`src/rtl/bsc_pkg.sv`:
```
package bsc_pkg;

	// Register bus offsets
	localparam logic [3:0] BSC_OFS_FLASH_CTL   = 4'h0;
	localparam logic [3:0] BSC_OFS_AUX_CTL     = 4'h1;
	localparam logic [3:0] BSC_OFS_STATUS      = 4'h2;
	localparam logic [3:0] BSC_OFS_PC_LO       = 4'h3;
	localparam logic [3:0] BSC_OFS_PC_HI       = 4'h4;
	localparam logic [3:0] BSC_OFS_BOOT_VEC    = 4'h5;
	localparam logic [3:0] BSC_OFS_SPARE       = 4'h6;
	localparam logic [3:0] BSC_OFS_BOOT_STAT   = 4'h7;
	localparam logic [3:0] BSC_OFS_SECURITY    = 4'h8;
	localparam logic [3:0] BSC_OFS_LOADER_HI   = 4'h9;

	// Field positions
	localparam int unsigned BSC_FC_BUSY_BIT    = 0;
	localparam int unsigned BSC_FC_MODE_LSB    = 1;
	localparam int unsigned BSC_FC_MAP_SEL_BIT = 3;
	localparam int unsigned BSC_AUX_BOOT_EN    = 0;
	localparam int unsigned BSC_SEC_X2_BIT     = 7;
	localparam int unsigned BSC_SEC_JUMP_BIT   = 6;
	localparam int unsigned BSC_ST_HW_BIT      = 0;
	localparam int unsigned BSC_ST_DONE_BIT    = 1;
	localparam int unsigned BSC_ST_JUMP_BIT    = 2;
	localparam int unsigned BSC_ST_INT_BIT     = 3;

	// Values loaded at boot
	localparam logic [7:0]  BSC_FLASH_CTL_HW   = 8'h00;
	localparam logic [7:0]  BSC_FLASH_CTL_SW   = 8'hF0;
	localparam logic [15:0] BSC_PC_BOOT        = 16'hF800;
	localparam logic [15:0] BSC_PC_USER        = 16'h0000;
	localparam logic [7:0]  BSC_LOADER_LOW     = 8'h00;

	// Nonvolatile defaults as shipped
	localparam logic        BSC_JUMP_DEF       = 1'b0;
	localparam logic        BSC_X2_DEF         = 1'b1;
	localparam logic [7:0]  BSC_BOOT_VEC_DEF   = 8'hFC;
	localparam logic [7:0]  BSC_SPARE_DEF      = 8'hFF;
	localparam logic [7:0]  BSC_BOOT_STAT_DEF  = 8'hFF;

	// Code-space ranges
	localparam logic [15:0] BSC_USER_TOP       = 16'h7FFF;
	localparam logic [15:0] BSC_BOOT_BASE      = 16'hF800;
	localparam logic [15:0] BSC_EXTRA_ROW_MASK = 16'h007F;

	typedef enum logic [1:0] {
		BS_WAIT = 2'b01,
		BS_RUN  = 2'b10
	} bsc_boot_st_t;

	typedef enum logic [5:0] {
		TG_NONE      = 6'h01,
		TG_USER      = 6'h02,
		TG_BOOT      = 6'h04,
		TG_EXTRA_ROW = 6'h08,
		TG_HW_BYTE   = 6'h10,
		TG_EXT_CODE  = 6'h20
	} bsc_tgt_t;

endpackage

```
`src/rtl/bsc_code_decode.sv`:
```
`timescale 1ns/10ps
module bsc_code_decode (
	// Flash configuration
	input  wire logic          [1:0]  mode_i,
	input  wire logic                 map_select_i,
	input  wire logic                 boot_space_enable_i,
	// Code fetch context
	input  wire logic                 from_boot_i,
	input  wire logic                 external_i,
	input  wire logic          [15:0] ptr_i,
	// Result
	output bsc_pkg::bsc_tgt_t         tgt_o,
	output logic               [15:0] addr_o
);
	import bsc_pkg::*;

	logic in_user;
	logic in_boot;

	always_comb begin
		in_user = (ptr_i <= BSC_USER_TOP);
		in_boot = (ptr_i >= BSC_BOOT_BASE);
		tgt_o   = TG_NONE;
		addr_o  = ptr_i;
		if (external_i) begin
			if (!mode_i[0]) begin
				tgt_o = TG_EXT_CODE;
			end
		end else if (from_boot_i && !boot_space_enable_i) begin
			tgt_o = TG_NONE;
		end else begin
			case (mode_i)
				2'b00: begin
					if (in_user) begin
						tgt_o = TG_USER;
					end else if (from_boot_i && !map_select_i && in_boot) begin
						tgt_o = TG_BOOT;
					end else if (from_boot_i && map_select_i) begin
						tgt_o  = TG_USER;
						addr_o = ptr_i & BSC_USER_TOP;
					end
				end
				2'b01: begin
					tgt_o  = TG_EXTRA_ROW;
					addr_o = ptr_i & BSC_EXTRA_ROW_MASK;
				end
				2'b10: begin
					tgt_o = TG_HW_BYTE;
				end
				2'b11: begin
					if (in_user) begin
						tgt_o = TG_USER;
					end
				end
				default: begin
					tgt_o = TG_NONE;
				end
			endcase
		end
	end

endmodule

```
`src/rtl/bsc_nv_bytes.sv`:
```
`timescale 1ns/10ps
module bsc_nv_bytes (
	// Clock and power-on reset
	input  wire logic        mclk_i,
	input  wire logic        por_i,
	// Update port
	input  wire logic        wr_i,
	input  wire logic [3:0]  waddr_i,
	input  wire logic [7:0]  wdata_i,
	// Stored values
	output logic             boot_jump_bit_o,
	output logic             x2_bit_o,
	output logic      [7:0]  boot_vector_byte_o,
	output logic      [7:0]  spare_byte_o,
	output logic      [7:0]  boot_status_byte_o
);
	import bsc_pkg::*;

	typedef struct packed {
		logic       jump;
		logic       x2;
		logic [7:0] vec;
		logic [7:0] spare;
		logic [7:0] stat;
	} bsc_nv_state_t;

	// Survives the main reset; only power-on restores shipped values
	localparam bsc_nv_state_t BSC_NV_RST = '{
		jump:  BSC_JUMP_DEF,
		x2:    BSC_X2_DEF,
		vec:   BSC_BOOT_VEC_DEF,
		spare: BSC_SPARE_DEF,
		stat:  BSC_BOOT_STAT_DEF
	};

	bsc_nv_state_t s_q;
	bsc_nv_state_t s_d;

	always_comb begin
		s_d = s_q;
		if (wr_i) begin
			case (waddr_i)
				BSC_OFS_BOOT_VEC:  s_d.vec   = wdata_i;
				BSC_OFS_SPARE:     s_d.spare = wdata_i;
				BSC_OFS_BOOT_STAT: s_d.stat  = wdata_i;
				BSC_OFS_SECURITY: begin
					s_d.x2   = wdata_i[BSC_SEC_X2_BIT];
					s_d.jump = wdata_i[BSC_SEC_JUMP_BIT];
				end
				default: s_d = s_q;
			endcase
		end
	end

	always_ff @(posedge mclk_i or posedge por_i) begin
		if (por_i) begin
			s_q <= BSC_NV_RST;
		end else begin
			s_q <= s_d;
		end
	end

	assign boot_jump_bit_o    = s_q.jump;
	assign x2_bit_o           = s_q.x2;
	assign boot_vector_byte_o = s_q.vec;
	assign spare_byte_o       = s_q.spare;
	assign boot_status_byte_o = s_q.stat;

endmodule

```
`src/rtl/bsc_boot_map.sv`:
```
// What this block does
// - At reset release the boot-space enable flag is loaded from the boot jump bit.
// - A hardware boot condition at release loads flash control 00h and start address F800h.
// - The hardware boot condition is store-enable low, external access high, latch enable high.
// - With the hardware boot condition the boot loader runs whatever the jump bit says.
// - Without the hardware boot condition flash control becomes F0h and the jump bit decides.
// - Jump bit 1 starts user code at 0000h, jump bit 0 starts the loader at F800h.
// - The strap pins are sampled once at reset release and may change freely afterwards.
// - Extra-row reads decode only the low 7 pointer bits so higher pointers alias down.
// - The boot vector byte is the high byte of the user loader address, low byte 00h.
// - The boot vector byte defaults to FCh, meaning no user loader.
// - As shipped the jump bit is 0 so the boot loader runs after every reset.
`timescale 1ns/10ps
module bsc_boot_map (
	// Clock and resets
	input  wire logic                 mclk_i,
	input  wire logic                 rst_i,
	input  wire logic                 por_i,
	// Strap pins
	input  wire logic                 prog_store_en_n_i,
	output logic                      prog_store_en_n_o,
	output logic                      prog_store_en_oe_o,
	input  wire logic                 core_store_en_n_i,
	input  wire logic                 external_access_n_i,
	input  wire logic                 addr_latch_en_i,
	// Boot results
	output logic               [15:0] start_pc_o,
	output logic                      start_valid_o,
	output logic               [7:0]  flash_control_o,
	output logic                      boot_space_enable_o,
	output logic               [15:0] user_loader_addr_o,
	// Code-space read
	input  wire logic                 code_rd_i,
	input  wire logic          [15:0] code_ptr_i,
	input  wire logic                 code_from_boot_i,
	input  wire logic                 code_rollover_i,
	output logic                      code_valid_o,
	output bsc_pkg::bsc_tgt_t         code_target_o,
	output logic               [15:0] code_addr_o,
	output logic               [7:0]  code_hw_byte_o,
	// Register bus
	input  wire logic          [3:0]  reg_addr_i,
	input  wire logic          [7:0]  reg_wdata_i,
	input  wire logic                 reg_wr_i,
	input  wire logic                 reg_rd_i,
	output logic               [7:0]  reg_rdata_o
);
	import bsc_pkg::*;

	typedef struct packed {
		bsc_boot_st_t st;
		logic [7:0]   flash_ctl;
		logic         boot_en;
		logic         hw_boot;
		logic         int_code;
		logic [15:0]  start_pc;
		logic         start_vld;
		logic [7:0]   rdata;
		logic         code_vld;
		bsc_tgt_t     code_tgt;
		logic [15:0]  code_addr;
		logic [7:0]   hw_byte;
	} bsc_top_state_t;

	localparam bsc_top_state_t BSC_TOP_RST = '{
		st:        BS_WAIT,
		flash_ctl: BSC_FLASH_CTL_SW,
		boot_en:   1'b0,
		hw_boot:   1'b0,
		int_code:  1'b1,
		start_pc:  BSC_PC_USER,
		start_vld: 1'b0,
		rdata:     8'h00,
		code_vld:  1'b0,
		code_tgt:  TG_NONE,
		code_addr: 16'h0000,
		hw_byte:   8'h00
	};

	bsc_top_state_t s_q;
	bsc_top_state_t s_d;

	logic        jump_bit;
	logic        x2_bit;
	logic [7:0]  boot_vec;
	logic [7:0]  spare;
	logic [7:0]  boot_stat;
	logic        hw_cond;
	logic        code_external;
	bsc_tgt_t    dec_tgt;
	logic [15:0] dec_addr;
	logic [7:0]  security_byte;
	logic [7:0]  status_byte;
	logic [15:0] loader_addr;

	bsc_nv_bytes u_nv (
		.mclk_i             (mclk_i),
		.por_i              (por_i),
		.wr_i               (reg_wr_i),
		.waddr_i            (reg_addr_i),
		.wdata_i            (reg_wdata_i),
		.boot_jump_bit_o    (jump_bit),
		.x2_bit_o           (x2_bit),
		.boot_vector_byte_o (boot_vec),
		.spare_byte_o       (spare),
		.boot_status_byte_o (boot_stat)
	);

	// Pins are tested live only in the sampling cycle
	assign hw_cond = !prog_store_en_n_i && external_access_n_i && addr_latch_en_i;

	assign code_external = !s_q.int_code || code_rollover_i;

	bsc_code_decode u_dec (
		.mode_i              (s_q.flash_ctl[BSC_FC_MODE_LSB +: 2]),
		.map_select_i        (s_q.flash_ctl[BSC_FC_MAP_SEL_BIT]),
		.boot_space_enable_i (s_q.boot_en),
		.from_boot_i         (code_from_boot_i),
		.external_i          (code_external),
		.ptr_i               (code_ptr_i),
		.tgt_o               (dec_tgt),
		.addr_o              (dec_addr)
	);

	assign loader_addr   = {boot_vec, BSC_LOADER_LOW};
	assign security_byte = {x2_bit, jump_bit, 6'h00};
	assign status_byte   = {4'h0, !s_q.int_code, jump_bit, (s_q.st == BS_RUN), s_q.hw_boot};

	always_comb begin
		s_d           = s_q;
		s_d.start_vld = 1'b0;
		s_d.rdata     = 8'h00;
		s_d.code_vld  = 1'b0;
		case (s_q.st)
			BS_WAIT: begin
				// First edge after release: straps and jump bit taken once
				s_d.st        = BS_RUN;
				s_d.boot_en   = jump_bit;
				s_d.hw_boot   = hw_cond;
				s_d.int_code  = external_access_n_i;
				s_d.start_vld = 1'b1;
				if (hw_cond) begin
					s_d.flash_ctl = BSC_FLASH_CTL_HW;
					s_d.start_pc  = BSC_PC_BOOT;
				end else begin
					s_d.flash_ctl = BSC_FLASH_CTL_SW;
					s_d.start_pc  = jump_bit ? BSC_PC_USER : BSC_PC_BOOT;
				end
			end
			BS_RUN: begin
				if (reg_wr_i) begin
					case (reg_addr_i)
						BSC_OFS_FLASH_CTL: begin
							s_d.flash_ctl = {reg_wdata_i[7:1], 1'b0};
						end
						BSC_OFS_AUX_CTL: begin
							s_d.boot_en = reg_wdata_i[BSC_AUX_BOOT_EN];
						end
						default: s_d.boot_en = s_q.boot_en;
					endcase
				end
				if (reg_rd_i) begin
					case (reg_addr_i)
						BSC_OFS_FLASH_CTL: s_d.rdata = s_q.flash_ctl;
						BSC_OFS_AUX_CTL:   s_d.rdata = {7'h00, s_q.boot_en};
						BSC_OFS_STATUS:    s_d.rdata = status_byte;
						BSC_OFS_PC_LO:     s_d.rdata = s_q.start_pc[7:0];
						BSC_OFS_PC_HI:     s_d.rdata = s_q.start_pc[15:8];
						BSC_OFS_BOOT_VEC:  s_d.rdata = boot_vec;
						BSC_OFS_SPARE:     s_d.rdata = spare;
						BSC_OFS_BOOT_STAT: s_d.rdata = boot_stat;
						BSC_OFS_SECURITY:  s_d.rdata = security_byte;
						BSC_OFS_LOADER_HI: s_d.rdata = loader_addr[15:8];
						default:           s_d.rdata = 8'h00;
					endcase
				end
				if (code_rd_i) begin
					s_d.code_vld  = 1'b1;
					s_d.code_tgt  = dec_tgt;
					s_d.code_addr = dec_addr;
					s_d.hw_byte   = (dec_tgt == TG_HW_BYTE) ? security_byte : 8'h00;
				end
			end
			default: begin
				s_d = BSC_TOP_RST;
			end
		endcase
	end

	always_ff @(posedge mclk_i or posedge rst_i) begin
		if (rst_i) begin
			s_q <= BSC_TOP_RST;
		end else begin
			s_q <= s_d;
		end
	end

	// Store-enable is an input until the straps are taken, then it is driven
	assign prog_store_en_oe_o  = (s_q.st == BS_RUN);
	assign prog_store_en_n_o   = (s_q.st == BS_RUN) ? core_store_en_n_i : 1'b1;
	assign start_pc_o          = s_q.start_pc;
	assign start_valid_o       = s_q.start_vld;
	assign flash_control_o     = s_q.flash_ctl;
	assign boot_space_enable_o = s_q.boot_en;
	assign user_loader_addr_o  = loader_addr;
	assign code_valid_o        = s_q.code_vld;
	assign code_target_o       = s_q.code_tgt;
	assign code_addr_o         = s_q.code_addr;
	assign code_hw_byte_o      = s_q.hw_byte;
	assign reg_rdata_o         = s_q.rdata;
endmodule

```
`config.mk`:
```
export PLATFORM = sky130hd
export DESIGN_NAME = bsc_boot_map
export DESIGN_NICKNAME = d
export VERILOG_FILES = /design/src/rtl/bsc_pkg.sv /design/src/rtl/bsc_code_decode.sv /design/src/rtl/bsc_nv_bytes.sv /design/src/rtl/bsc_boot_map.sv
export SDC_FILE = /design/constraint.sdc
export NUM_CORES = 1
export LEC_CHECK = 0
export BUFFER_PORTS_ARGS = -buffer_cell sky130_fd_sc_hd__buf_2
export CORE_MARGIN = 2
export CORE_UTILIZATION = 45
export DETAILED_ROUTE_END_ITERATION = 10
export GPL_ROUTABILITY_DRIVEN = 1
export GPL_TIMING_DRIVEN = 0
export PLACE_DENSITY = 0.77
export SLEW_MARGIN = 0
export SYNTH_ARGS = -nofsm -noshare
export SYNTH_HDL_FRONTEND = slang
export SYNTH_SLANG_ARGS = --single-unit
```
`constraint.sdc`:
```
create_clock -name mclk_i -period 3.1 [get_ports mclk_i]
set_input_delay 0 -clock mclk_i [delete_from_list [all_inputs] [get_ports mclk_i]]
set_output_delay 0 -clock mclk_i [all_outputs]
set_load 0.01 [all_outputs]
```
==> flow_summary.yaml <==
run_status:
  status: "finished clean"
clock_tree:
  cts_buffers: 9
  worstSkewPairLatency_ns: 0.35
  cts_setup_buffers: 0
  cts-root-buf: "clkbuf_8"
  clk_path_buf_depth: 2
  clk_pin_slew_worst_paths_ns: 0.08
  cts_tree: "built"
  ctsResizeCount: 0
  clkSinkCount: 73
  cts_max_level: 3
grt:
  grtUsageTotal: 0.199
  grt.overflow.total: 0
  grt_pass1_wl_um: 15400
  grt_antenna_before_repair: 0
  grt_max_degree: 43
  grt_pass1_vias: 3127
final_layout:
  area_growth_pct: 30.9
  antenna_cells: 0
  final_nets: 566
  final_cell_mix: "buf_2 (101), buf_4 (73), dfrtp_1 (43)"
  final_common_cell: "buf_2"
  fillCellCount: 728
  drive_gt1_frac: 0.497
timing:
  rsz0062_at_grt: "false"
  hold_viol: 0
  max_freq_mhz: 500
  maxSlewViolCount: 0
  relSlewSlack: 0.362
  setup_viol: 0
  fin_crit_sh: 0.645
  tightest_slew_ns: 0.956
  period_minus_slack_ns: 2.00
  final.setup.tns_ns: 0
  fin_skew_ns: 0.0142
power:
  power_density_mw_per_mm2: 515
  p_total_mw: 2.70
  p_leak_nw: 2.62
  sequentialPowerShare: 0.460
  p_sw_frac: 0.275
  p_comb_frac: 0.228
  clockPowerShare: 0.313
  vdd_drop_max_uv: 311
  intPower_mw: 1.96
  power_switching_mw: 0.743
logic_synthesis:
  synth-edff-count: 0
  ys_seq_area_frac: 0.465
  syn_area_per_cell_um2: 11.0
  synth_seq_cells: 73
  yosysTopAreaCell: "dfrtp_1"
  syn_area_mm2: 0.00401
  synthTopCellsByArea: "dfrtp_1 (27%), dfstp_2 (20%), buf_4 (14%), mux2_2 (7.3%), a22o_1 (3.9%)"
  yosys_warnings: 0
  synth_top_area_share: 0.268
  synth_cell_types: 55
  synthCells: 364
  synth-async-reset-ratio: 1.00
  synth_flop_cell: "dfrtp_1"
routing:
  wl_um: 9530
  drt_pass1_iterations: 4
  ant_nets: 0
  wl_per_cell_um: 15.0
  drt_iter0_drc: 156
  drc: 0
  vias: 3147
  via_per_inst: 4.94
setup_path:
  criticalPathCategory: "reg2reg"
  crit_path_start_kind: "register"
  reg2reg_depth: 7
  critical_path.max_fanout: 9
  slowest_delay_ns: 0.54
  cp_slowest_cell: "dfstp_2"
  worstSetupEndpointType: "register"
  arrival_ns: 2.28
  path_cells: "inv_1, ha_1, and4bb_2, buf_6, o211ai_4, nor3b_4, a22o_1"
  cp_data_required_time_ns: 3.38
placed_design:
  dp.final_hpwl_um: 6770
  io_buffer_count: 94
  place_congestion: 0.826
flow_run:
  drv_cap: 0
min_path:
  whs_path_depth: 3
  hp-class: "in2reg"
floorplan:
  die_height_um: 98.4
  fp.coreArea_mm2: 0.00868
  ios: 123
  initial_core_util: 0.462
  fp.dieArea_mm2: 0.00968
  rows: 34
  die_w_um: 98.4
## layout make-up
class,instances,area (um^2),share of cell area
clock inverters,6,90.1,0.0172
multi-input cells,212,1540,0.294
inverters,16,60.1,0.0114
flip-flops and latches,73,1860,0.355
plain buffers,88,636,0.121
repair buffers,124,781,0.149
well taps,108,135,0.0258
clock buffers,10,138,0.0262
## Yosys cell counts, types with 2 or more instances
master / number
mux2_2: 26
dfstp_2: 30
mux2i_1: 6
and4_1: 3
a31oi_1: 3
nand4b_1: 3
a211oi_1: 3
ha_1: 2
nand4_1: 2
nor3_1: 4
nand2_1: 21
clkbuf_1: 5
nor2_1: 5
a21oi_1: 8
o21ai_0: 13
a22o_1: 18
dfrtp_1: 43
a21boi_0: 4
nand3b_1: 2
a32o_1: 2
and2_1: 2
nor3b_4: 2
a32oi_1: 4
a21o_1: 3
buf_2: 7
inv_1: 15
nand3_1: 7
buf_4: 73
a2bb2oi_1: 10
nor2b_1: 4
o31ai_1: 2
buf_6: 3
or3_1: 2
nand2b_1: 6
## metal layers
layer / share of wire / up-vias / track usage
met3: 0.066 / 9 / 0.0422
met1: 0.43 / 1507 / 0.262
met2: 0.49 / 120 / 0.327
li1: - / 1511 / -
met5: 0 / - / 0
met4: 0.012 / 0 / 0.0685
## metrics by stage
stage | instances | area, um^2 | setup WS [ns] | hold WS (ns) | utilization
finish | 637 | 5250 | 1.10 | 0.0145 | 0.605
global placement | 591 | 4710 | 1.11 | 0.234 | 0.543
global route | 637 | 5250 | 1.01 | 0.0309 | 0.605
CTS | 637 | 5250 | 1.09 | 0.00564 | 0.605
floorplan | 389 | 4100 | 1.21 | 0.0230 | -
detailed placement | 592 | 4730 | 1.10 | -0.0870 | 0.545
## flip-flops by register name, indices dropped and copies added, names as in the netlist
register	cells
code_addr_o	16
code_target_o	6
start_pc_o	1
u_nv.spare_byte_o	8
start_valid_o	1
s_q	4
u_nv.x2_bit_o	1
u_nv.boot_vector_byte_o	8
u_nv.boot_status_byte_o	8
code_hw_byte_o	2
code_valid_o	1
boot_space_enable_o	1
reg_rdata_o	8
u_nv.boot_jump_bit_o	1
flash_control_o	7
## power by group through the flow
stage	clock network [mW]	logic (mW)	registers (mW)
floorplan	0	0.401	1.24
global route	0.905	0.669	1.26
finish	0.846	0.616	1.24
CTS	0.860	0.616	1.24
global placement	0	0.567	1.25
detailed placement	0	0.584	1.26
## path summary, 6_finish.rpt
kind	start	to	slack [ns]
hold reg to reg	code_target_o[1]	code_target_o[1]	0.48
setup reg to reg	s_q[67]	code_hw_byte_o[7]	1.10
max in group asynchronous	por_i	u_nv.boot_vector_byte_o[1]	2.11
hold / removal	reg_addr_i[1]	reg_rdata_o[2]	0.01
setup / recovery	s_q[67]	code_hw_byte_o[7]	1.10
min in group asynchronous	rst_i	reg_rdata_o[7]	0.09
## logic make-up (layout without fill, tap and decap cells)
family          count (synthesis)  in the layout  share of synthesized area
xor+xnor                        1              1                    0.00218
simple gates                   72             72                      0.111
mux                            33             33                     0.0936
fa+ha+maj                       2              2                    0.00624
compound gates                 78             78                      0.148
flops                          73             73                      0.465
other cells                     1             26                   0.000935
buf+inv                       104            244                      0.173
## critical path, delay by kind of cell (launching register included)
| family | cells | cell delay, ns |
|---|---|---|
| flops | 1 | 0.54 |
| compound gates | 2 | 0.27 |
| fa+ha+maj | 1 | 0.39 |
| simple gates | 2 | 0.56 |
| buf+inv | 2 | 0.19 |
## what timing repair did
item | CTS | global route
endpoints found under the hold margin | 92 | 0
hold buffers | 29 | 0
endpoints found under the setup margin | 0 | 0
Note: power is estimated with default switching activity, not from simulation.
